File: src/hw/iomb_pkg.sv
// constants and types shared by the instruction execution block
`default_nettype none
package iomb_pkg;
  // -------------------------------------------------------------------
  // register map of the plain software port
  // -------------------------------------------------------------------
  localparam logic [7:0] ADDR_INSTR_LO = 8'h00;
  localparam logic [7:0] ADDR_INSTR_HI = 8'h01;
  localparam logic [7:0] ADDR_ACCUM = 8'h02;
  localparam logic [7:0] ADDR_STATUS = 8'h03;
  localparam logic [7:0] ADDR_PC_LO = 8'h04;
  localparam logic [7:0] ADDR_PC_HI = 8'h05;
  localparam logic [7:0] ADDR_UPPER_LATCH = 8'h06;
  localparam logic [7:0] ADDR_CYCLES = 8'h07;
  localparam logic [7:0] ADDR_FILE_BASE = 8'h80;
  // -------------------------------------------------------------------
  // status fields
  // -------------------------------------------------------------------
  localparam int STAT_ZERO_BIT = 0;
  localparam int STAT_BUSY_BIT = 1;
  localparam int STAT_SKIP_BIT = 2;
  // -------------------------------------------------------------------
  // instruction word layout and opcodes
  // -------------------------------------------------------------------
  localparam int INSTR_W = 14;
  localparam int FADDR_W = 7;
  localparam int TARGET_W = 11;
  localparam int PC_W = 13;
  localparam int DEST_BIT = 7;
  localparam int LATCH_PAGE_HI = 4;
  localparam int LATCH_PAGE_LO = 3;
  localparam logic [5:0] OPC_INC_SKIP = 6'h0F;
  localparam logic [5:0] OPC_INC = 6'h0A;
  localparam logic [5:0] OPC_OR_REG = 6'h04;
  localparam logic [5:0] OPC_MOVE = 6'h08;
  localparam logic [5:0] OPC_OR_LIT = 6'h38;
  localparam logic [2:0] OPC_BRANCH = 3'h5;
  localparam logic DEST_ACCUM = 1'b0;
  localparam logic DEST_FILE = 1'b1;
  // -------------------------------------------------------------------
  // reset values and step sizes
  // -------------------------------------------------------------------
  localparam logic [7:0] RST_BYTE = 8'h00;
  localparam logic [12:0] RST_PC = 13'h0000;
  localparam logic [12:0] PC_STEP = 13'h0001;
  localparam logic [12:0] PC_SKIP_STEP = 13'h0002;
  localparam logic [7:0] CYCLE_STEP = 8'h01;
  // -------------------------------------------------------------------
  // types
  // -------------------------------------------------------------------
  typedef enum logic [2:0] {
    OP_NONE = 3'h0,
    OP_INC_SKIP = 3'h1,
    OP_INC = 3'h2,
    OP_BRANCH = 3'h3,
    OP_OR_LIT = 3'h4,
    OP_OR_REG = 3'h5,
    OP_MOVE = 3'h6
  } iomb_op_t;
  typedef enum logic [1:0] {
    ST_RUN = 2'b01,
    ST_SECOND = 2'b10
  } iomb_state_t;
endpackage : iomb_pkg
`default_nettype wire

File: src/hw/iomb_dec_if.sv
// carrier between the core, the decoder and the arithmetic unit
`default_nettype none
interface iomb_dec_if;
  import iomb_pkg::*;
  logic [13:0] instr;
  iomb_op_t op;
  logic dest;
  logic [6:0] faddr;
  logic [7:0] lit;
  logic [10:0] target;
  logic upd_zero;
  logic [7:0] w;
  logic [7:0] fval;
  logic [7:0] res;
  logic res_zero;
  modport core (output instr, w, fval, input op, dest, faddr, lit, target, upd_zero, res, res_zero);
  modport dec (input instr, output op, dest, faddr, lit, target, upd_zero);
  modport alu (input op, lit, w, fval, output res, res_zero);
endinterface : iomb_dec_if
`default_nettype wire

File: src/hw/iomb_exec.sv
// execution core for increment, or, move and branch instructions
//
// Functional notes
// - destination bit picks accumulator or file register
// - file address is seven bits, 0..127
// - increment-skip keeps status, zero adds nop cycle
// - branch loads k and latch page, two cycles
// - branch target field is eleven bits wide
// - or-literal into accumulator, zero flag updated
// - increment stores by destination, updates zero flag
// - or-register routes by destination, updates zero
// - move copies register, updates zero flag
// - move takes one word, one cycle
//
// The implementer's own choices: the plain strobed port and the address map.
`default_nettype none
module iomb_exec (
  input wire logic clk,
  input wire logic rst_n,
  input wire logic [7:0] addr,
  input wire logic [7:0] wr_data,
  input wire logic wr_en,
  input wire logic rd_en,
  output logic [7:0] rd_data,
  output logic busy,
  output logic zero,
  output logic [iomb_pkg::PC_W-1:0] pc
);
  import iomb_pkg::*;
  // -------------------------------------------------------------------
  // submodules
  // -------------------------------------------------------------------
  iomb_dec_if u_if ();
  iomb_decode u_decode (
    .dbus(u_if.dec)
  );
  iomb_alu u_alu (
    .abus(u_if.alu)
  );
  // -------------------------------------------------------------------
  // state
  // -------------------------------------------------------------------
  iomb_state_t state_ff;
  iomb_state_t nxt_state;
  logic [7:0] instr_lo_ff;
  logic [7:0] w_ff;
  logic zero_ff;
  logic skip_ff;
  logic busy_ff;
  logic [PC_W-1:0] pc_ff;
  logic [7:0] latch_ff;
  logic [7:0] cycles_ff;
  logic [7:0] rd_data_ff;
  logic [7:0] nxt_rd_data;
  logic [7:0] file_ff [0:127];
  logic exec;
  logic file_op;
  logic skip_taken;
  logic two_cycle;
  logic to_file;
  logic to_accum;
  logic bus_file_wr;
  logic file_we;
  logic [6:0] file_waddr;
  logic [7:0] file_wdata;
  assign u_if.instr = {wr_data[5:0], instr_lo_ff};
  assign u_if.w = w_ff;
  assign u_if.fval = file_ff[u_if.faddr];
  // -------------------------------------------------------------------
  // execution control
  // -------------------------------------------------------------------
  // a write to the high instruction byte issues it; refused while busy
  assign exec = wr_en && (addr == ADDR_INSTR_HI) && (state_ff == ST_RUN);
  assign file_op = (u_if.op == OP_INC_SKIP) || (u_if.op == OP_INC) ||
                   (u_if.op == OP_OR_REG) || (u_if.op == OP_MOVE);
  assign skip_taken = exec && (u_if.op == OP_INC_SKIP) && u_if.res_zero;
  assign two_cycle = skip_taken || (exec && (u_if.op == OP_BRANCH));
  assign to_file = exec && file_op && (u_if.dest == DEST_FILE);
  assign to_accum = exec && ((file_op && (u_if.dest == DEST_ACCUM)) || (u_if.op == OP_OR_LIT));
  assign bus_file_wr = wr_en && addr[7];
  assign file_we = to_file || bus_file_wr;
  assign file_waddr = to_file ? u_if.faddr : addr[6:0];
  assign file_wdata = to_file ? u_if.res : wr_data;

  always_comb begin
    nxt_state = state_ff;
    case (state_ff)
      ST_RUN: begin
        if (two_cycle) begin
          nxt_state = ST_SECOND;
        end
      end
      ST_SECOND: nxt_state = ST_RUN;
      default: nxt_state = ST_RUN;
    endcase
  end

  always_ff @(posedge clk or negedge rst_n) begin
    if (!rst_n) begin
      state_ff <= ST_RUN;
      busy_ff <= 1'b0;
    end else begin
      state_ff <= nxt_state;
      busy_ff <= (nxt_state == ST_SECOND);
    end
  end
  // -------------------------------------------------------------------
  // instruction low byte
  // -------------------------------------------------------------------
  always_ff @(posedge clk or negedge rst_n) begin
    if (!rst_n) begin
      instr_lo_ff <= RST_BYTE;
    end else if (wr_en && (addr == ADDR_INSTR_LO)) begin
      instr_lo_ff <= wr_data;
    end
  end
  // -------------------------------------------------------------------
  // accumulator
  // -------------------------------------------------------------------
  always_ff @(posedge clk or negedge rst_n) begin
    if (!rst_n) begin
      w_ff <= RST_BYTE;
    end else if (to_accum) begin
      w_ff <= u_if.res;
    end else if (wr_en && (addr == ADDR_ACCUM)) begin
      w_ff <= wr_data;
    end
  end
  // -------------------------------------------------------------------
  // status flags
  // -------------------------------------------------------------------
  always_ff @(posedge clk or negedge rst_n) begin
    if (!rst_n) begin
      zero_ff <= 1'b0;
      skip_ff <= 1'b0;
    end else begin
      if (exec && u_if.upd_zero) begin
        zero_ff <= u_if.res_zero;
      end else if (wr_en && (addr == ADDR_STATUS)) begin
        zero_ff <= wr_data[STAT_ZERO_BIT];
      end
      if (exec) begin
        skip_ff <= skip_taken;
      end
    end
  end
  // -------------------------------------------------------------------
  // program counter and upper latch
  // -------------------------------------------------------------------
  always_ff @(posedge clk or negedge rst_n) begin
    if (!rst_n) begin
      pc_ff <= RST_PC;
    end else if (exec) begin
      if (u_if.op == OP_BRANCH) begin
        pc_ff <= {latch_ff[LATCH_PAGE_HI:LATCH_PAGE_LO], u_if.target};
      end else if (skip_taken) begin
        pc_ff <= pc_ff + PC_SKIP_STEP;
      end else begin
        pc_ff <= pc_ff + PC_STEP;
      end
    end else if (wr_en && (addr == ADDR_PC_LO)) begin
      pc_ff <= {pc_ff[12:8], wr_data};
    end else if (wr_en && (addr == ADDR_PC_HI)) begin
      pc_ff <= {wr_data[4:0], pc_ff[7:0]};
    end
  end

  always_ff @(posedge clk or negedge rst_n) begin
    if (!rst_n) begin
      latch_ff <= RST_BYTE;
    end else if (wr_en && (addr == ADDR_UPPER_LATCH)) begin
      latch_ff <= wr_data;
    end
  end
  // -------------------------------------------------------------------
  // instruction cycle counter
  // -------------------------------------------------------------------
  always_ff @(posedge clk or negedge rst_n) begin
    if (!rst_n) begin
      cycles_ff <= RST_BYTE;
    end else if (exec || (state_ff == ST_SECOND)) begin
      cycles_ff <= cycles_ff + CYCLE_STEP;
    end
  end
  // -------------------------------------------------------------------
  // file registers
  // -------------------------------------------------------------------
  for (genvar gi = 0; gi < 128; gi++) begin : g_file
    always_ff @(posedge clk or negedge rst_n) begin
      if (!rst_n) begin
        file_ff[gi] <= RST_BYTE;
      end else if (file_we && (file_waddr == 7'(gi))) begin
        file_ff[gi] <= file_wdata;
      end
    end
  end
  // -------------------------------------------------------------------
  // read port
  // -------------------------------------------------------------------
  always_comb begin
    nxt_rd_data = RST_BYTE;
    if (rd_en) begin
      if (addr[7]) begin
        nxt_rd_data = file_ff[addr[6:0]];
      end else begin
        case (addr)
          ADDR_INSTR_LO: nxt_rd_data = instr_lo_ff;
          ADDR_ACCUM: nxt_rd_data = w_ff;
          ADDR_STATUS: nxt_rd_data = {5'h00, skip_ff, busy_ff, zero_ff};
          ADDR_PC_LO: nxt_rd_data = pc_ff[7:0];
          ADDR_PC_HI: nxt_rd_data = {3'h0, pc_ff[12:8]};
          ADDR_UPPER_LATCH: nxt_rd_data = latch_ff;
          ADDR_CYCLES: nxt_rd_data = cycles_ff;
          default: nxt_rd_data = RST_BYTE;
        endcase
      end
    end
  end

  always_ff @(posedge clk or negedge rst_n) begin
    if (!rst_n) begin
      rd_data_ff <= RST_BYTE;
    end else begin
      rd_data_ff <= nxt_rd_data;
    end
  end

  assign rd_data = rd_data_ff;
  assign busy = busy_ff;
  assign zero = zero_ff;
  assign pc = pc_ff;
endmodule : iomb_exec
`default_nettype wire

File: src/hw/iomb_decode.sv
// instruction word decoder
`default_nettype none
module iomb_decode (
  iomb_dec_if.dec dbus
);
  import iomb_pkg::*;
  // -------------------------------------------------------------------
  // field split
  // -------------------------------------------------------------------
  assign dbus.dest = dbus.instr[DEST_BIT];
  assign dbus.faddr = dbus.instr[FADDR_W-1:0];
  assign dbus.lit = dbus.instr[7:0];
  assign dbus.target = dbus.instr[TARGET_W-1:0];
  // -------------------------------------------------------------------
  // opcode match
  // -------------------------------------------------------------------
  always_comb begin
    dbus.op = OP_NONE;
    if (dbus.instr[13:11] == OPC_BRANCH) begin
      dbus.op = OP_BRANCH;
    end else begin
      case (dbus.instr[13:8])
        OPC_INC_SKIP: dbus.op = OP_INC_SKIP;
        OPC_INC: dbus.op = OP_INC;
        OPC_OR_REG: dbus.op = OP_OR_REG;
        OPC_MOVE: dbus.op = OP_MOVE;
        OPC_OR_LIT: dbus.op = OP_OR_LIT;
        default: dbus.op = OP_NONE;
      endcase
    end
  end
  // skip variant and branch leave status alone
  assign dbus.upd_zero = (dbus.op == OP_INC) || (dbus.op == OP_OR_LIT) ||
                         (dbus.op == OP_OR_REG) || (dbus.op == OP_MOVE);
endmodule : iomb_decode
`default_nettype wire

File: src/hw/iomb_alu.sv
// eight-bit result path
`default_nettype none
module iomb_alu (
  iomb_dec_if.alu abus
);
  import iomb_pkg::*;
  always_comb begin
    case (abus.op)
      OP_INC_SKIP, OP_INC: abus.res = 8'(abus.fval + 8'h01);
      OP_OR_LIT: abus.res = abus.w | abus.lit;
      OP_OR_REG: abus.res = abus.w | abus.fval;
      OP_MOVE: abus.res = abus.fval;
      default: abus.res = RST_BYTE;
    endcase
  end
  assign abus.res_zero = (abus.res == 8'h00);
endmodule : iomb_alu
`default_nettype wire

File: config.mk
export PLATFORM = sky130hd
export DESIGN_NAME = iomb_exec
export DESIGN_NICKNAME = d
export VERILOG_FILES = /design/src/hw/iomb_pkg.sv /design/src/hw/iomb_dec_if.sv /design/src/hw/iomb_exec.sv /design/src/hw/iomb_decode.sv /design/src/hw/iomb_alu.sv
export SDC_FILE = /design/constraint.sdc
export NUM_CORES = 2
export LEC_CHECK = 0
export BUFFER_PORTS_ARGS = -buffer_cell sky130_fd_sc_hd__buf_4
export CAP_MARGIN = 40
export CELL_PAD_IN_SITES_DETAIL_PLACEMENT = 1
export CELL_PAD_IN_SITES_GLOBAL_PLACEMENT = 2
export CORE_MARGIN = 1.5
export CORE_UTILIZATION = 40
export CTS_CLUSTER_SIZE = 40
export DETAILED_ROUTE_END_ITERATION = 7
export GPL_ROUTABILITY_DRIVEN = 1
export GPL_TIMING_DRIVEN = 0
export PLACE_DENSITY_LB_ADDON = 0.1
export REMOVE_ABC_BUFFERS = 1
export SYNTH_ARGS = -nofsm -noshare
export SYNTH_HDL_FRONTEND = slang
export SYNTH_SLANG_ARGS = --single-unit
File: constraint.sdc
create_clock -name clk -period 5.65 [get_ports clk]
set_clock_uncertainty 0.2 [all_clocks]
set_input_delay 0.2825 -clock clk [delete_from_list [all_inputs] [get_ports clk]]
set_output_delay 0.2825 -clock clk [all_outputs]
set_load 0.02 [all_outputs]
==> flow_metrics.tcl <==
set metrics [dict create \
    min_path_type "input port to flop" \
    dieArea_um2 143800 \
    syn2layout_area_growth_pct 15.15 \
    start_kind "flop" \
    antenna_found_initial 9 \
    cp-end-kind "flop" \
    synth_top_flop_cell "dfrtp_1" \
    synth_warnings 0 \
    finalCriticalPeriod_ps 5561 \
    intPower_w 0.01455 \
    stdcell_area_um2 65210 \
    yosysSeqAreaShare 0.4781 \
    place_inst 6385 \
    hold_ws_ps 76.68 \
    clkTransAtPathRegs_ps 60 \
    stdcell_count 6693 \
    critPathSlowestCell "mux4_2" \
    p_leak_nw 26.76 \
    net-switching-power_w 0.005095 \
    num_rows 137 \
    synth_edf_count 0 \
    die_width_um 379.3 \
    critPathMaxStageDelay_ps 600 \
    drt_wl_total_mm 196.2 \
    route.vias.total 39850 \
    power.share.switching 0.2593 \
    combPwrFrac 0.110 \
    clockBufferDepth 3 \
    io_pins 43 \
    grt_pass1_wl_mm 289.4 \
    die_h_um 379.3 \
    netlist.area_leader.share 0.4777 \
    setup_viol 0 \
    syn-cell-area_um2 56630 \
    wl_per_cell_um 29.31 \
    drive_gt1_frac 0.2543 \
    crit_path_max_fanout 15 \
    grt_overflow 0 \
    dp_hpwl_mm 125.3 \
    maxCapViolations 0 \
    seqPwrFrac 0.429 \
    root_buffer "clkbuf_16" \
    post_dp_cell_area_um2 59590 \
    synth_cell_types 64 \
    worstPathRequired_ps 6150 \
    worst_pin_slew_ps 1006 \
    setup_tns_ps 0 \
    synth.most_common_cell "nand2_1" \
    synth_largest_area_cell "dfrtp_1" \
    cts_tree "built" \
    async_flop_share 1.000 \
    utilization 0.4656 \
    grt_max_degree 154 \
    clk_latency_ps 790 \
    cp_common_cell "mux4_2" \
    gp_congestion 0.8152 \
    drt_iter0_markers 2822 \
    grt_pass1_vias 41420 \
    start_util 0.4044 \
    slew_violations 0 \
    max_freq_ghz 0.1798 \
    syn-instance-count 4782 \
    hold_viol 0 \
    synth_common_cells "nand2_1 (1,085), dfrtp_1 (1,081), o21ai_0 (942), mux4_2 (657), clkbuf_1 (327)" \
    htree_levels 4 \
    ir_worst_vdd_mv 0.2009 \
    path_cells "buf_4 > buf_16 > buf_16 > buf_12 > mux4_2 > mux4_2 > mux4_2 > mux2_2 > xnor2_1 > o22ai_2 > and4bb_4 > nand4_4 > mux2i_4 > mux2_1 > nor2_1" \
    synth_area_per_cell_um2 11.84 \
    drc 0 \
    clkSinkCount 1082 \
    clockPowerShare 0.461 \
    ant_nets 0 \
    num-nets-final 4732 \
    numPortBuffers 42 \
    arrival_ps 6060 \
    numCtsBuffers 134 \
    viasPerCell 5.954 \
    pwr_density_cell_nw_per_um2 301.3 \
    grt_use_total 0.2764 \
    synth_seq_cells 1082 \
    netlist_top_cells_area "dfrtp_1 (48%), mux4_2 (26%), o21ai_0 (8.3%)" \
    maxSlewHeadroom 0.3291 \
    first_pass_iters 5 \
    min_period_over_period 0.9842 \
    status "finished clean" \
    worstSetupPathType "flop to flop" \
    diodes 0 \
    coreArea_um2 140000 \
]
## layer usage
layer | track usage | wire [um] | part of all wire
met1 | 0.3965 | 89000 | 0.45
met2 | 0.4333 | 91370 | 0.47
met3 | 0.04217 | 9675 | 0.049
met4 | 0.08574 | 6128 | 0.031
met5 | 0 | 12 | 0.000061
## per-stage QoR
step	power (W)	worst slack (ps)
detailed placement	0.01065	-993.0
floorplan	0.009646	-11060
global placement	0.01062	-23050
finish	0.01965	89.34
CTS	0.01982	7.825
global route	0.02033	-19.63
## layout make-up
type / count / area, um^2
Sequential cell: 1082 / 27090
Tap cell: 1876 / 2347
Timing Repair Buffer: 212 / 3144
Clock buffer: 202 / 4138
Fill cell: 14380 / 74830
Multi-Input combinational cell: 3251 / 27870
Inverter: 27 / 108.9
Clock inverter: 43 / 509.2
## registers in the layout, indices dropped and copies added (netlist names)
signal       cells
state_ff         2
busy             1
cycles_ff        8
pc              13
latch_ff         8
u_if.w           8
file_ff       1024
rd_data          8
instr_lo_ff      8
zero             1
skip_ff          1
## cells by family after synthesis
family / Yosys count / synth area share
XOR/XNOR: 16 / 0.002475
flip-flops: 1082 / 0.4781
AO/OA/AOI/OAI: 1126 / 0.1045
AND/OR/NAND/NOR: 1313 / 0.09313
adder cells (fa/ha/maj): 4 / 0.0008838
multiplexers: 791 / 0.2874
buffers and inverters: 450 / 0.03350
## worst paths after layout
path / startpoint / endpoint / slack, ps / cells past startpoint
setup reg to reg: instr_lo_ff[0] / pc[4] / 90 / 15
hold reg to reg: cycles_ff[7] / cycles_ff[7] / 270 / 1
max in group asynchronous: rst_n / file_ff[110] / 2370 / 6
setup / recovery: instr_lo_ff[0] / pc[4] / 90 / 15
min in group asynchronous: rst_n / file_ff[466] / 490 / 3
hold / removal: addr[6] / rd_data[7] / 80 / 4
## cells in the final DEF, fill, tap and decap left out, types with 9 or more instances in the layout
master,n
nand2_1,1085
dfrtp_1,1076
o21ai_0,938
mux4_2,657
clkbuf_16,148
nor2_1,104
mux2_2,98
buf_4,90
a21oi_1,61
buf_16,49
clkbuf_8,38
mux2i_1,32
inv_1,26
o31ai_1,23
clkinv_2,23
clkbuf_1,23
nor2b_1,19
nor3_1,18
buf_12,18
buf_6,18
o22ai_1,16
dlygate4sd3_1,16
o21ai_1,15
xnor2_1,11
and3_1,10
a22oi_1,10
nand3_1,9
bufinv_16,9
## repair_timing
item,4_1_cts,5_1_grt
endpoints found under the hold margin,387,0
cloned,6,7
pin swaps,3,2
setup buffers,16,17
gates resized for setup,10,18
setup endpoints to repair,924,234
hold buffers,17,0
## power by group through the flow
stage	clock [W]	sequential (W)	combinational (W)
after detailed placement	0	0.00858	0.00207
after global placement	0	0.00870	0.00192
after floorplan	0	0.00855	0.00110
after global routing	0.00952	0.00849	0.00232
final	0.00905	0.00844	0.00216
after CTS	0.00925	0.00843	0.00213
## worst max-delay path: cells and delay by family (launching register included)
family | cells | cell delay (ps)
multiplexers | 6 | 2770
buffers and inverters | 4 | 810
AND/OR/NAND/NOR | 3 | 710
flip-flops | 1 | 500
XOR/XNOR | 1 | 300
AO/OA/AOI/OAI | 1 | 180
Power figures use the tool's default switching activity.
